## config.mk

```make
export PLATFORM = sky130hd
export DESIGN_NAME = eip_top
export DESIGN_NICKNAME = d
export VERILOG_FILES = /design/src/core/eip_pkg.sv /design/src/core/eip_chan_if.sv /design/src/core/eip_top.sv /design/src/core/eip_pin_chan.sv
export SDC_FILE = /design/constraint.sdc
export NUM_CORES = 1
export LEC_CHECK = 0
export ABC_CLOCK_PERIOD_IN_PS = 2100
export BUFFER_PORTS_ARGS = -buffer_cell sky130_fd_sc_hd__buf_2
export CAP_MARGIN = 10
export CELL_PAD_IN_SITES_DETAIL_PLACEMENT = 1
export CELL_PAD_IN_SITES_GLOBAL_PLACEMENT = 1
export CORE_MARGIN = 2
export CORE_UTILIZATION = 30
export DETAILED_ROUTE_END_ITERATION = 16
export GPL_TIMING_DRIVEN = 0
export PLACE_DENSITY_LB_ADDON = 0.1
export SLEW_MARGIN = 0
export SYNTH_ARGS = -nofsm -noshare
export SYNTH_HDL_FRONTEND = slang
export SYNTH_SLANG_ARGS = --single-unit
```

## constraint.sdc

```tcl
create_clock -name CLK -period 2.1 [get_ports CLK]
set_input_delay 0.42 -clock CLK [delete_from_list [all_inputs] [get_ports CLK]]
set_output_delay 0.42 -clock CLK [all_outputs]
set_load 0.01 [all_outputs]
```

## src/core/eip_pkg.sv

```systemverilog
// Constants, register map and types for the external interrupt pin controller.
package eip_pkg;
  localparam int NUM_PINS = 4;
  localparam int NUM_TYPE_A = 2;
  localparam int ADDR_W = 8;
  localparam logic [1:0] TYPE_A_NMI_FIXED = 2'h2;
  localparam logic [ADDR_W-1:0] OFS_CTRL_A0 = 8'h00;
  localparam logic [ADDR_W-1:0] OFS_CTRL_A1 = 8'h04;
  localparam logic [ADDR_W-1:0] OFS_CTRL_B0 = 8'h08;
  localparam logic [ADDR_W-1:0] OFS_CTRL_B1 = 8'h0c;
  localparam logic [ADDR_W-1:0] OFS_EVT_STATUS = 8'h10;
  localparam logic [ADDR_W-1:0] OFS_EVT_MASK = 8'h14;
  localparam int FLAG_BIT = 15;
  localparam int LEVEL_BIT = 6;
  localparam int NMI_BIT = 5;
  localparam int DIR_BIT = 4;
  localparam int DOUT_BIT = 3;
  localparam int POL_BIT = 2;
  localparam int PRI_BIT = 1;
  localparam int EN_BIT = 0;
  localparam logic CFG_RST = 1'b0;
  localparam logic [NUM_PINS-1:0] EVT_RST = 4'h0;
  localparam logic [1:0] RESP_OKAY = 2'h0;
  localparam logic [1:0] RESP_SLVERR = 2'h2;
  localparam logic [2:0] SEL_STATUS = 3'h4;
  localparam logic [2:0] SEL_MASK = 3'h5;
  localparam logic [2:0] SEL_NONE = 3'h7;

  typedef enum logic [0:0] {
    WR_IDLE = 1'b0,
    WR_RESP = 1'b1
  } eip_wr_state_type;

  // Maps a byte address to a pin index, status, mask or no register.
  function automatic logic [2:0] eip_decode(input logic [ADDR_W-1:0] addr);
    logic [2:0] sel;
    sel = SEL_NONE;
    unique case (addr)
      OFS_CTRL_A0: sel = 3'h0;
      OFS_CTRL_A1: sel = 3'h1;
      OFS_CTRL_B0: sel = 3'h2;
      OFS_CTRL_B1: sel = 3'h3;
      OFS_EVT_STATUS: sel = SEL_STATUS;
      OFS_EVT_MASK: sel = SEL_MASK;
      default: sel = SEL_NONE;
    endcase
    return sel;
  endfunction : eip_decode
endpackage : eip_pkg

```

## src/core/eip_chan_if.sv

```systemverilog
// Configuration and status carried between the register file and one pin channel.
`timescale 1ns/100ps
`default_nettype none
interface eip_chan_if;
  logic pol, pri, en, nmi, dir, dout, flag_clr, ack;
  logic flag, level, pend, req_nmi, req_lo, req_evt, edge_evt, pin_out, pin_oe;
  modport ctrl (
    output pol, pri, en, nmi, dir, dout, flag_clr, ack,
    input  flag, level, pend, req_nmi, req_lo, req_evt, edge_evt, pin_out, pin_oe
  );
  modport chan (
    input  pol, pri, en, nmi, dir, dout, flag_clr, ack,
    output flag, level, pend, req_nmi, req_lo, req_evt, edge_evt, pin_out, pin_oe
  );
endinterface : eip_chan_if
`default_nettype wire

```

## src/core/eip_top.sv

```systemverilog
// External interrupt pin controller with an AXI4-Lite register slave.
`timescale 1ns/100ps
`default_nettype none
module eip_top
  import eip_pkg::*;
(
  input  wire logic                CLK,           // system clock, 50 MHz
  input  wire logic                SYS_RST,       // synchronous reset, active high
  input  wire logic [ADDR_W-1:0]   S_AXI_AWADDR,  // write address
  input  wire logic                S_AXI_AWVALID, // write address valid
  output logic                     S_AXI_AWREADY, // write address ready
  input  wire logic [31:0]         S_AXI_WDATA,   // write data
  input  wire logic [3:0]          S_AXI_WSTRB,   // write byte strobes
  input  wire logic                S_AXI_WVALID,  // write data valid
  output logic                     S_AXI_WREADY,  // write data ready
  output logic [1:0]               S_AXI_BRESP,   // write response
  output logic                     S_AXI_BVALID,  // write response valid
  input  wire logic                S_AXI_BREADY,  // write response ready
  input  wire logic [ADDR_W-1:0]   S_AXI_ARADDR,  // read address
  input  wire logic                S_AXI_ARVALID, // read address valid
  output logic                     S_AXI_ARREADY, // read address ready
  output logic [31:0]              S_AXI_RDATA,   // read data
  output logic [1:0]               S_AXI_RRESP,   // read response
  output logic                     S_AXI_RVALID,  // read data valid
  input  wire logic                S_AXI_RREADY,  // read data ready
  input  wire logic [NUM_PINS-1:0] INT_PIN_IN,    // pin levels
  output wire logic [NUM_PINS-1:0] INT_PIN_OUT,   // pin drive levels
  output wire logic [NUM_PINS-1:0] INT_PIN_OE,    // pin drive enables
  input  wire logic [NUM_PINS-1:0] INT_ACK,       // request acknowledges
  output wire logic [NUM_PINS-1:0] REQ_PEND,      // pending requests
  output wire logic [NUM_PINS-1:0] REQ_NMI,       // pending request is nonmaskable
  output wire logic [NUM_PINS-1:0] REQ_LOW_PRI,   // pending request is low priority
  output wire logic [NUM_PINS-1:0] REQ_STROBE,    // one pulse per request
  output logic                     IRQ            // summary interrupt, level
);
  eip_wr_state_type wr_state_ff;
  logic              aw_hold_ff, w_hold_ff;
  logic [ADDR_W-1:0] awaddr_ff;
  logic [15:0]       wdata_ff;
  logic [1:0]        wstrb_ff;
  logic              do_write;
  logic [2:0]        wr_sel, rd_sel;
  logic [NUM_PINS-1:0] pol_ff, pri_ff, en_ff, nmi_ff, dir_ff, dout_ff;
  logic [NUM_PINS-1:0] flag_q, level_q, edge_q, nmi_rd;
  logic [NUM_PINS-1:0] evt_status_ff, evt_mask_ff;
  logic [15:0]       rd_word [NUM_PINS];
  logic [31:0]       rd_value;
  logic              bad_read;

  eip_chan_if ch_if [NUM_PINS] ();

  assign wr_sel = eip_decode(awaddr_ff);
  assign rd_sel = eip_decode(S_AXI_ARADDR);
  assign do_write = (wr_state_ff == WR_IDLE) && aw_hold_ff && w_hold_ff;

  // Address and data are taken in either order; the write happens once both are held.
  always_ff @(posedge CLK) begin
    if (SYS_RST) begin
      S_AXI_AWREADY <= 1'b0;
      aw_hold_ff <= 1'b0;
      awaddr_ff <= '0;
    end else if (S_AXI_AWVALID && S_AXI_AWREADY) begin
      S_AXI_AWREADY <= 1'b0;
      aw_hold_ff <= 1'b1;
      awaddr_ff <= S_AXI_AWADDR;
    end else if (S_AXI_BVALID && S_AXI_BREADY) begin
      aw_hold_ff <= 1'b0;
      S_AXI_AWREADY <= 1'b1;
    end else if (!aw_hold_ff) begin
      S_AXI_AWREADY <= 1'b1;
    end
  end

  always_ff @(posedge CLK) begin
    if (SYS_RST) begin
      S_AXI_WREADY <= 1'b0;
      w_hold_ff <= 1'b0;
      wdata_ff <= '0;
      wstrb_ff <= '0;
    end else if (S_AXI_WVALID && S_AXI_WREADY) begin
      S_AXI_WREADY <= 1'b0;
      w_hold_ff <= 1'b1;
      wdata_ff <= S_AXI_WDATA[15:0];
      wstrb_ff <= S_AXI_WSTRB[1:0];
    end else if (S_AXI_BVALID && S_AXI_BREADY) begin
      w_hold_ff <= 1'b0;
      S_AXI_WREADY <= 1'b1;
    end else if (!w_hold_ff) begin
      S_AXI_WREADY <= 1'b1;
    end
  end

  always_ff @(posedge CLK) begin
    if (SYS_RST) begin
      wr_state_ff <= WR_IDLE;
      S_AXI_BVALID <= 1'b0;
      S_AXI_BRESP <= RESP_OKAY;
    end else begin
      unique case (wr_state_ff)
        WR_IDLE: begin
          if (do_write) begin
            wr_state_ff <= WR_RESP;
            S_AXI_BVALID <= 1'b1;
            S_AXI_BRESP <= (wr_sel == SEL_NONE) ? RESP_SLVERR : RESP_OKAY;
          end
        end
        WR_RESP: begin
          if (S_AXI_BREADY) begin
            wr_state_ff <= WR_IDLE;
            S_AXI_BVALID <= 1'b0;
          end
        end
      endcase
    end
  end

  // Control bits; a lane that is not strobed keeps its bits.
  always_ff @(posedge CLK) begin
    if (SYS_RST) begin
      pol_ff <= {NUM_PINS{CFG_RST}};
      pri_ff <= {NUM_PINS{CFG_RST}};
      en_ff <= {NUM_PINS{CFG_RST}};
      nmi_ff <= {NUM_PINS{CFG_RST}};
      dir_ff <= {NUM_PINS{CFG_RST}};
      dout_ff <= {NUM_PINS{CFG_RST}};
    end else begin
      for (int i = 0; i < NUM_PINS; i++) begin
        if (do_write && wr_sel == 3'(i) && wstrb_ff[0]) begin
          pol_ff[i] <= wdata_ff[POL_BIT];
          pri_ff[i] <= wdata_ff[PRI_BIT];
          en_ff[i] <= wdata_ff[EN_BIT];
          if (i >= NUM_TYPE_A) begin
            nmi_ff[i] <= wdata_ff[NMI_BIT];
            dir_ff[i] <= wdata_ff[DIR_BIT];
            dout_ff[i] <= wdata_ff[DOUT_BIT];
          end
        end
      end
    end
  end

  // Event status: set by each detected edge, cleared by writing a one.
  always_ff @(posedge CLK) begin
    if (SYS_RST) begin
      evt_status_ff <= EVT_RST;
      evt_mask_ff <= EVT_RST;
      IRQ <= 1'b0;
    end else begin
      if (do_write && wr_sel == SEL_STATUS && wstrb_ff[0]) begin
        evt_status_ff <= (evt_status_ff & ~wdata_ff[NUM_PINS-1:0]) | edge_q;
      end else begin
        evt_status_ff <= evt_status_ff | edge_q;
      end
      if (do_write && wr_sel == SEL_MASK && wstrb_ff[0]) begin
        evt_mask_ff <= wdata_ff[NUM_PINS-1:0];
      end
      IRQ <= |(evt_status_ff & evt_mask_ff);
    end
  end

  genvar g;
  generate
    for (g = 0; g < NUM_PINS; g++) begin : g_pin
      localparam bit IS_B = (g >= NUM_TYPE_A);
      localparam bit NMI_HW = IS_B ? 1'b0 : TYPE_A_NMI_FIXED[g % NUM_TYPE_A];
      assign ch_if[g].pol = pol_ff[g];
      assign ch_if[g].pri = pri_ff[g];
      assign ch_if[g].en = en_ff[g];
      assign ch_if[g].nmi = nmi_ff[g];
      assign ch_if[g].dir = dir_ff[g];
      assign ch_if[g].dout = dout_ff[g];
      assign ch_if[g].ack = INT_ACK[g];
      assign ch_if[g].flag_clr = do_write && wr_sel == 3'(g) && wstrb_ff[1]
                                 && wdata_ff[FLAG_BIT];
      assign flag_q[g] = ch_if[g].flag;
      assign level_q[g] = ch_if[g].level;
      assign edge_q[g] = ch_if[g].edge_evt;
      assign nmi_rd[g] = IS_B ? nmi_ff[g] : NMI_HW;
      assign INT_PIN_OUT[g] = ch_if[g].pin_out;
      assign INT_PIN_OE[g] = ch_if[g].pin_oe;
      assign REQ_PEND[g] = ch_if[g].pend;
      assign REQ_NMI[g] = ch_if[g].req_nmi;
      assign REQ_LOW_PRI[g] = ch_if[g].req_lo;
      assign REQ_STROBE[g] = ch_if[g].req_evt;
      assign rd_word[g] = {flag_q[g], 8'h00, level_q[g], nmi_rd[g], dir_ff[g],
                           dout_ff[g], pol_ff[g], pri_ff[g], en_ff[g]};
      eip_pin_chan #(
        .IS_TYPE_B (IS_B),
        .NMI_FIXED (NMI_HW)
      ) u_chan (
        .clk    (CLK),
        .rst    (SYS_RST),
        .pin_in (INT_PIN_IN[g]),
        .ch     (ch_if[g])
      );
    end
  endgenerate

  always_comb begin
    rd_value = 32'h0;
    bad_read = 1'b0;
    unique case (rd_sel)
      3'h0: rd_value = {16'h0, rd_word[0]};
      3'h1: rd_value = {16'h0, rd_word[1]};
      3'h2: rd_value = {16'h0, rd_word[2]};
      3'h3: rd_value = {16'h0, rd_word[3]};
      SEL_STATUS: rd_value = {28'h0, evt_status_ff};
      SEL_MASK: rd_value = {28'h0, evt_mask_ff};
      default: bad_read = 1'b1;
    endcase
  end

  always_ff @(posedge CLK) begin
    if (SYS_RST) begin
      S_AXI_ARREADY <= 1'b0;
      S_AXI_RVALID <= 1'b0;
      S_AXI_RDATA <= 32'h0;
      S_AXI_RRESP <= RESP_OKAY;
    end else if (S_AXI_ARVALID && S_AXI_ARREADY) begin
      S_AXI_ARREADY <= 1'b0;
      S_AXI_RVALID <= 1'b1;
      S_AXI_RDATA <= rd_value;
      S_AXI_RRESP <= bad_read ? RESP_SLVERR : RESP_OKAY;
    end else if (S_AXI_RVALID && S_AXI_RREADY) begin
      S_AXI_RVALID <= 1'b0;
      S_AXI_ARREADY <= 1'b1;
    end else if (!S_AXI_RVALID) begin
      S_AXI_ARREADY <= 1'b1;
    end
  end
endmodule : eip_top
`default_nettype wire

```

## src/core/eip_pin_chan.sv

```systemverilog
// One interrupt pin: synchroniser, edge detector, flag, request and output drive.
`timescale 1ns/100ps
`default_nettype none
module eip_pin_chan
  import eip_pkg::*;
#(
  parameter bit IS_TYPE_B = 1'b0,
  parameter bit NMI_FIXED = 1'b0
) (
  input wire logic   clk,     // system clock
  input wire logic   rst,     // synchronous reset, active high
  input wire logic   pin_in,  // pin level from the pad
  eip_chan_if.chan   ch       // configuration and status
);
  logic sync1_ff, sync2_ff, prev_ff, flag_ff, pend_ff;
  logic req_nmi_ff, req_lo_ff, req_evt_ff, edge_evt_ff, pin_out_ff, pin_oe_ff;
  logic nmi_eff, want_req, hit;

  assign nmi_eff = IS_TYPE_B ? ch.nmi : NMI_FIXED;
  assign want_req = nmi_eff | ch.en;
  assign hit = ch.pol ? (sync2_ff & ~prev_ff) : (~sync2_ff & prev_ff);

  always_ff @(posedge clk) begin
    if (rst) begin
      sync1_ff <= 1'b0;
      sync2_ff <= 1'b0;
      prev_ff <= 1'b0;
    end else begin
      sync1_ff <= pin_in;
      sync2_ff <= sync1_ff;
      prev_ff <= sync2_ff;
    end
  end

  // A new edge in the clearing cycle keeps the flag set.
  always_ff @(posedge clk) begin
    if (rst) begin
      flag_ff <= CFG_RST;
    end else if (hit) begin
      flag_ff <= 1'b1;
    end else if (ch.flag_clr) begin
      flag_ff <= 1'b0;
    end
  end

  always_ff @(posedge clk) begin
    if (rst) begin
      pend_ff <= 1'b0;
      req_nmi_ff <= 1'b0;
      req_lo_ff <= 1'b0;
      req_evt_ff <= 1'b0;
      edge_evt_ff <= 1'b0;
    end else begin
      req_evt_ff <= hit & want_req;
      edge_evt_ff <= hit;
      if (hit && want_req) begin
        pend_ff <= 1'b1;
        req_nmi_ff <= nmi_eff;
        req_lo_ff <= ~nmi_eff & ch.pri;
      end else if (ch.flag_clr || ch.ack) begin
        pend_ff <= 1'b0;
      end
    end
  end

  always_ff @(posedge clk) begin
    if (rst) begin
      pin_oe_ff <= 1'b0;
      pin_out_ff <= 1'b0;
    end else begin
      pin_oe_ff <= IS_TYPE_B & ch.dir & ~ch.en & ~ch.nmi;
      pin_out_ff <= IS_TYPE_B & ch.dout;
    end
  end

  assign ch.flag = flag_ff;
  assign ch.level = sync2_ff;
  assign ch.pend = pend_ff;
  assign ch.req_nmi = req_nmi_ff;
  assign ch.req_lo = req_lo_ff;
  assign ch.req_evt = req_evt_ff;
  assign ch.edge_evt = edge_evt_ff;
  assign ch.pin_out = pin_out_ff;
  assign ch.pin_oe = pin_oe_ff;
endmodule : eip_pin_chan
`default_nettype wire

```

==> metrics.cfg, run 1 <==
[status]
outcome=finished, violations left
violations=setup timing

[yosys]
yosysWarnings=0
synthXorXnorAreaFrac_pct=0
synth_area_leaders=dfxtp_1 (47%), buf_4 (8.9%), mux2i_1 (8.3%)
syn_area_sq_um=4230
synth_cell_types=49
synth_top_area_share_pct=46.8
synth_cells=468
ys_ff_latch=99
muxShareOfSynthArea_pct=8.28
synth-adder-area-share_pct=0.296
synth_top_family_by_area=simple AND/OR/NAND/NOR gates
ys.flop_type=dfxtp_1
ys_seq_area_share_pct=46.8
async_flop_share_pct=0
synth-compound-area-share_pct=12.4
postSynthAreaPerCell_sq_um=9.04
synth_edf_count=0
yosysTopAreaCell=dfxtp_1
synthSimpleGateAreaFrac_pct=20.6

[final_layout]
antenna_cells=0
nNetsFinal=653
final_area_sq_um=5400
utilization_pct=39.1
area_growth_pct=27.7
drive_gt1_share_pct=29.7

[routing]
m1WireLength_um=5290
drt_wl_total_um=11400
wl_met2_um=5430
via_per_inst=4.58
routedWlPerCell_um=14.8
drtAntennaViolNets=0
drc=0
drtIter0Drc=138
top_layer=met4
firstDrtPassIters=4
via_count=3529
wl_met3_um=412

[grt]
antenna_found_initial=0
grt_max_degree=18
grt_pass1_wl_um=18300
first_global_vias=3532
gr-total-overflow=0
track_usage_pct=16.1

[clock_network]
clk_pin_slew_ns=0.07
clk_latency_ns=0.35
cts_made_buffers=9
cts_num_sinks=99
cts_tree=built
cts-root-buf=clkbuf_16
clockBufferDepth=2
postCtsHoldBufs=0
htreeDepth=3

[power_and_ir_drop]
comb_power_share_pct=8.8
p_int_mw=3.18
sw_frac_of_total_pct=23.9
p_sw_mw=0.997
irDropWorstVdd_v=0.000375
p_leak_nw=2.31
powerDensity_nw_per_um2=772
p_clk_share_pct=44.1
pwr-share-seq_pct=47.1

[job]
drv_cap=0

[floorplanning]
core_sq_um=13800
fp.dieArea_sq_um=15100
ios=133
initial_core_util_pct=30.6
die_y_um=123
die_w_um=123
rows=43

[critical_path]
critPathCaptureType=flip-flop
critPathMaxFanout=5
cp_data_arrival_time_ns=2.41
crit_required_ns=2.31
critPathKind=reg2reg
worst_setup_path_start_kind=flip-flop

[sta]
final.period_utilization_pct=105
setup_ws_ns=-0.0983
maxSlewViolCount=0
hold_ws_ns=0.279
slew_headroom_pct=46.8
hold_violations=0
min_period_ns=2.20
setup_viol=21
fin_setup_tns_ns=-0.778
rsz0062_at_grt=yes
worst_pin_slew_ns=0.799
max_freq_mhz=455
finClkSkew_ns=0.0110

[placed_design]
post-dp-hpwl_um=8680
place_area_sq_um=4940
dp_slack_ns=-0.414
gp_congestion=0.817
port_buffers=71

[min_path]
hold_class=in2reg

==> repair_timing <==
action,4_1_cts,5_1_grt
pin swaps,3,11
setup buffers,6,1
endpoints found under the setup margin,26,35
resized for setup,9,17
==> power by group through the flow <==
stage	registers, mW	clock network [mW]	logic, mW
2_1_floorplan	2.00	0	0.239
3_3_place_gp	2.01	0	0.340
3_5_place_dp	2.01	0	0.349
4_1_cts	1.96	1.90	0.364
5_1_grt	1.97	1.96	0.411
6_report	1.96	1.84	0.369
==> synth_stat cells (all sizes together) (3+ instances only) <==
library cell and count:
a21oi 34, a221oi 3, a22oi 6, a31o 4, and2 4, buf 54, clkbuf 15, dfxtp 99
inv 9, mux2i 35, nand2 64, nand2b 5, nand3 4, nor2 46, nor2b 18, nor3 13
o21a 3, o21ai 7, o221ai 7, or3 5, or4 4
==> cells by family (layout without fill, tap and decap cells) <==
group                      after synthesis  in the layout
and+or+nand+nor                        176            176
DFF                                     99             99
AOI/OAI and AO/OA                       78             78
other                                    1             32
adders and majority gates                1              1
buffers and inverters                   78            169
muxes                                   35             35
==> layout make-up <==
class | count | area (sq um)
plain buffers | 66 | 438
clock buffers | 10 | 239
clock inverters | 6 | 93.8
fillers | 1643 | 8420
inverters | 9 | 33.8
multi-input cells | 322 | 1960
flip-flops and latches | 99 | 1990
well taps | 180 | 225
repair buffers | 78 | 428
==> flip-flops by register name, indices dropped and copies added (netlist names), 3 cells and up <==
register / flops
g_pin.u_chan.ch.level: 4
en_ff: 4
awaddr_ff: 8
g_pin.u_chan.ch.req_evt: 4
g_pin.u_chan.ch.pend: 4
wdata_ff: 7
g_pin.u_chan.sync1_ff: 4
evt_mask_ff: 4
g_pin.u_chan.ch.edge_evt: 3
g_pin.u_chan.ch.flag: 4
g_pin.u_chan.ch.req_lo: 3
evt_status_ff: 4
S_AXI_RDATA: 8
g_pin.u_chan.prev_ff: 4
g_pin.u_chan.ch.req_nmi: 3
pol_ff: 4
pri_ff: 4
==> through the flow <==
stage | cells | power (mW)
after floorplan | 499 | 2.24
after global placement | 750 | 2.35
after detailed placement | 750 | 2.36
after CTS | 772 | 4.22
after global routing | 770 | 4.34
final | 770 | 4.17
==> worst max-delay path: stages (launching register included) <==
cell     delay, ns
dfxtp_2       0.33
or4_4         0.54
or3_4         0.44
or4_4         0.54
mux2i_1       0.17
nor2_1        0.05
==> cells in the final DEF, fill, tap and decap left out, types with 5 or more instances in the layout <==
cell type and n:
a21oi_1 32, a22oi_1 6, buf_2 72, buf_4 54, clkbuf_1 13, clkbuf_16 9
conb_1 32, dfxtp_1 96, inv_1 9, mux2i_1 35, nand2_1 64, nand2b_1 5
nor2_1 46, nor2b_1 18, nor3_1 11, o221ai_1 7
==> metal layers <==
layer,vias up,global-route usage (%)
met4,0,7.26
met5,-,0
li1,1763,-
met2,75,27.1
met3,17,2.60
met1,1674,20.3
==> path summary, 6_finish.rpt <==
check                           slack [ns]  cells past startpoint                           startpoint                                  end
worst min register to register        0.44                      1  g_pin[1].u_chan.sync1_ff$_SDFF_PP0_  g_pin[1].u_chan.ch.level$_SDFF_PP0_
worst min-delay path                  0.28                      2                         S_AXI_BREADY            S_AXI_BVALID$_SDFFE_PP0P_
worst max-delay path                  -0.1                      5            awaddr_ff[6]$_SDFFE_PP0P_               pol_ff[0]$_SDFFE_PP0P_
worst max register to register        -0.1                      5            awaddr_ff[6]$_SDFFE_PP0P_               pol_ff[0]$_SDFFE_PP0P_
No activity file was read; power rests on OpenSTA's default activity.
==> run 2, diff against run 1 <==
- ABC_AREA: unset -> 1
- CORE_MARGIN: 2 -> 3
- TNS_END_PERCENT: unset -> 30
==> run 2 against run 1 <==
The flow now finishes without violations. Area after synthesis up 4.8%. Count of clock-buffer cells in the layout up 2. Sequential cell count unchanged. Worst setup slack better by 0.24 ns. Register-to-register slack better by 0.60 ns. Largest cell class unchanged. Largest power group is now clock.
==> metrics.cfg, run 2 <==
[status]
outcome=finished clean

[routing]
routedWlPerCell_um=14.1  ; -5.0%
via_count=3912  ; +11%
drtIter0Drc=154  ; +12%
drtAntennaViolNets=0  ; unchanged
drc=0  ; unchanged
firstDrtPassIters=4  ; unchanged
via_per_inst=4.44  ; -3.1%
drt_wl_total_um=12400  ; +8.7%

[power_and_ir_drop]
pwr-share-seq_pct=44.8  ; -2.3 points
p_sw_mw=0.988  ; -0.94%
powerDensity_nw_per_um2=788  ; +2.1%
irDropWorstVdd_v=0.000333  ; -11%
comb_power_share_pct=8.6  ; -0.2 points
total_power_mw=4.41  ; +5.7%
p_leak_nw=2.68  ; +16%
sw_frac_of_total_pct=22.4  ; -1.5 points
p_int_mw=3.42  ; +7.8%
p_clk_share_pct=46.7  ; +2.6 points

[yosys]
synth_cell_types=42  ; -14%
syn_area_sq_um=4430  ; +4.8%
synth_edf_count=0  ; unchanged
synth.most_common_cell=dfxtp_1
synth_top_area_share_pct=44.7  ; -2.1 points
ys.flop_type=dfxtp_1
synth_cells=578  ; +24%
ys_seq_area_share_pct=44.7  ; -2.1 points
postSynthAreaPerCell_sq_um=7.67  ; -15%
async_flop_share_pct=0  ; unchanged
yosysTopAreaCell=dfxtp_1
yosys-top-cells-count=dfxtp_1 (99), nor2_1 (78), inv_1 (75)
synth_area_leaders=dfxtp_1 (45%), buf_4 (8.5%), nor2_1 (6.6%)
yosysWarnings=0  ; unchanged
ys_ff_latch=99  ; unchanged

[critical_path]
crit_path_top_delay_cell=ha_1
crit_required_ns=2.39  ; +0.08 ns
critPathCaptureType=flip-flop
critical_path_buf_inv_count=4  ; +4
r2r_slack_ns=0.50  ; +0.60 ns
r2r-start=awaddr_ff[0]$_SDFFE_PP0P_
cp_data_arrival_time_ns=2.25  ; -0.16 ns
timing.rr.end=pol_ff[1]$_SDFFE_PP0P_
worst_setup_path_start_kind=input pin
reg2regPathDepth=6  ; +1
path_cells=buf_2 > nor2_2 > nand2_2 > nor2_4 > buf_6 > inv_1 > ha_1 > nand3_2 > nand2_2 > nor2_4 > buf_4 > nand3_1 > nand2_1 > nor2_1 > nand2_1 > nand2_1 > nand2_1
critPathMaxFanout=10  ; +5
crit_path_frequent_cell=nand2_1
crit_family=simple AND/OR/NAND/NOR gates
critPathKind=in2reg
cpPeakStageDelay_ns=0.22  ; -0.32 ns

[clock_network]
cts_tree=built
cts_made_buffers=9  ; unchanged
htreeDepth=3  ; unchanged
clk_pin_slew_ns=0.07  ; about the same
postCtsHoldBufs=0  ; unchanged
clockBufferDepth=2  ; unchanged
cts_num_sinks=99  ; unchanged
clk_latency_ns=0.35  ; about the same
cts-root-buf=clkbuf_16

[job]
drv_cap=0  ; unchanged

[floorplanning]
initial_core_util_pct=31.3  ; +0.73 points
core_sq_um=14100  ; +2.3%
die_y_um=128  ; +3.9%
ios=133  ; unchanged
rows=43  ; unchanged
die_w_um=128  ; +3.9%
fp.dieArea_sq_um=16300  ; +8.0%

[grt]
grt_max_degree=16  ; -2
track_usage_pct=15.8  ; -0.33 points
grt_pass1_wl_um=20200  ; +10%
first_global_vias=3958  ; +12%
antenna_found_initial=0  ; unchanged
gr-total-overflow=0  ; unchanged

[sta]
hold_ws_ns=0.281  ; +0.00166 ns
max_freq_mhz=511  ; +12%
maxSlewViolCount=0  ; unchanged
setup_viol=0  ; -100%
finClkSkew_ns=0.00625  ; -0.00470 ns
min_period_ns=1.96  ; -0.241 ns
hold_violations=0  ; unchanged
rsz0062_at_grt=no
worst_pin_slew_ns=0.753  ; -0.0455 ns
final.period_utilization_pct=93.2  ; -11 points
slew_headroom_pct=49.8  ; +3.0 points
fin_setup_tns_ns=0  ; +0.778 ns

[final_layout]
drive_gt1_share_pct=27.0  ; -2.7 points
antenna_cells=0  ; unchanged
final_cell_mix=dfxtp_1 (99), inv_1 (75), nor2_1 (74)
final_common_cell=dfxtp_1
area_growth_pct=26.2
nNetsFinal=764  ; +17%
largestRegisters=S_AXI_RDATA x8, awaddr_ff x8, wdata_ff x7
final_area_sq_um=5600  ; +3.6%
fillers=1787  ; +8.8%
fin_cells=881  ; +14%

[placed_design]
port_buffers=73  ; +2.8%
gp_congestion=0.832  ; +1.9%
post-place-cells=862  ; +15%
post-dp-hpwl_um=9620  ; +11%
place_area_sq_um=5140  ; +4.0%

[min_path]
hp-start=INT_PIN_IN[2]
hold_class=in2reg
min_path_cells=3  ; +1
hold_path_end=g_pin[2].u_chan.sync1_ff$_SDFF_PP0_

[run 2: changes by cell type after synthesis, sizes merged, moves of 15 or more]
cell and delta:
inv +69, o21ai +46, nor2 +44, nand3 +40, mux2i -35, nor2b -18
nand2 +15
[run 2: logic make-up (layout without fill, tap and decap cells)]
kind of cell	Yosys count	count (layout)	share of synthesized area, %
simple gates	227	228	24.5
other cells	1	32	0.0846
flops	99	99	44.7
buf+inv	143	234	16.6
compound gates	107	107	13.8
fa+ha+maj	1	1	0.282
[run 2: repair_timing]
action / 4_1_cts / 5_1_grt
cloned: 0 / 1
setup endpoints to repair: 6 / 9
resized for setup: 6 / 12
pin swaps: 0 / 3
buffers inserted: 0 / 2
[run 2: metal layers]
metal | GRT usage [%] | vias up | share of wire, %
met5 | 0 | - | 0
met4 | 5.43 | 0 | 1.6
li1 | - | 2008 | -
met1 | 21.5 | 1818 | 48
met2 | 25.4 | 74 | 46
met3 | 2.59 | 12 | 4.1
[run 2: metrics by stage]
step                      util (%)  worst slack, ns
after floorplan                  -           0.0973
after global routing          39.6          0.00240
after detailed placement      36.3           -0.504
after CTS                     39.1           0.0219
after global placement        36.3           -0.419
final                         39.6            0.142
[run 2: final cells by class]
cell class / instances / area, sq um / area share, %
buffer: 64 / 443 / 7.91
clock buffer: 12 / 256 / 4.58
clock inverter: 4 / 120 / 2.15
inverter: 79 / 302 / 5.39
multi-input combinational: 368 / 1890 / 33.7
sequential: 99 / 1980 / 35.4
tap: 180 / 225 / 4.02
timing repair buffer: 75 / 380 / 6.80
[run 2: power by group through the flow]
stage               logic [mW]  registers (mW)  clock network [mW]
finish                   0.379            1.97                2.06
global route             0.431            1.98                2.19
CTS                      0.377            1.98                2.12
detailed placement       0.376            2.02                   0
global placement         0.369            2.02                   0
floorplan                0.263            2.01                   0
[run 2: worst max path at each step]
stage                     from                            to  cells after the start
2_1_floorplan  S_AXI_ARADDR[7]   S_AXI_RDATA[1]$_SDFFE_PP0P_                     12
3_3_place_gp   S_AXI_ARADDR[7]  S_AXI_RDATA[15]$_SDFFE_PP0P_                     14
3_5_place_dp   S_AXI_ARADDR[7]  S_AXI_RDATA[15]$_SDFFE_PP0P_                     14
4_1_cts        S_AXI_ARADDR[7]   S_AXI_RDATA[2]$_SDFFE_PP0P_                     13
5_1_grt        S_AXI_ARADDR[7]   S_AXI_RDATA[5]$_SDFFE_PP0P_                     14
6_report       S_AXI_ARADDR[7]   S_AXI_RDATA[0]$_SDFFE_PP0P_                     17
[run 2: worst register-to-register path, delay by kind of cell (launching register included)]
family / cells / cell delay, ns
flops: 1 / 0.34
compound gates: 2 / 0.31
simple gates: 4 / 0.84
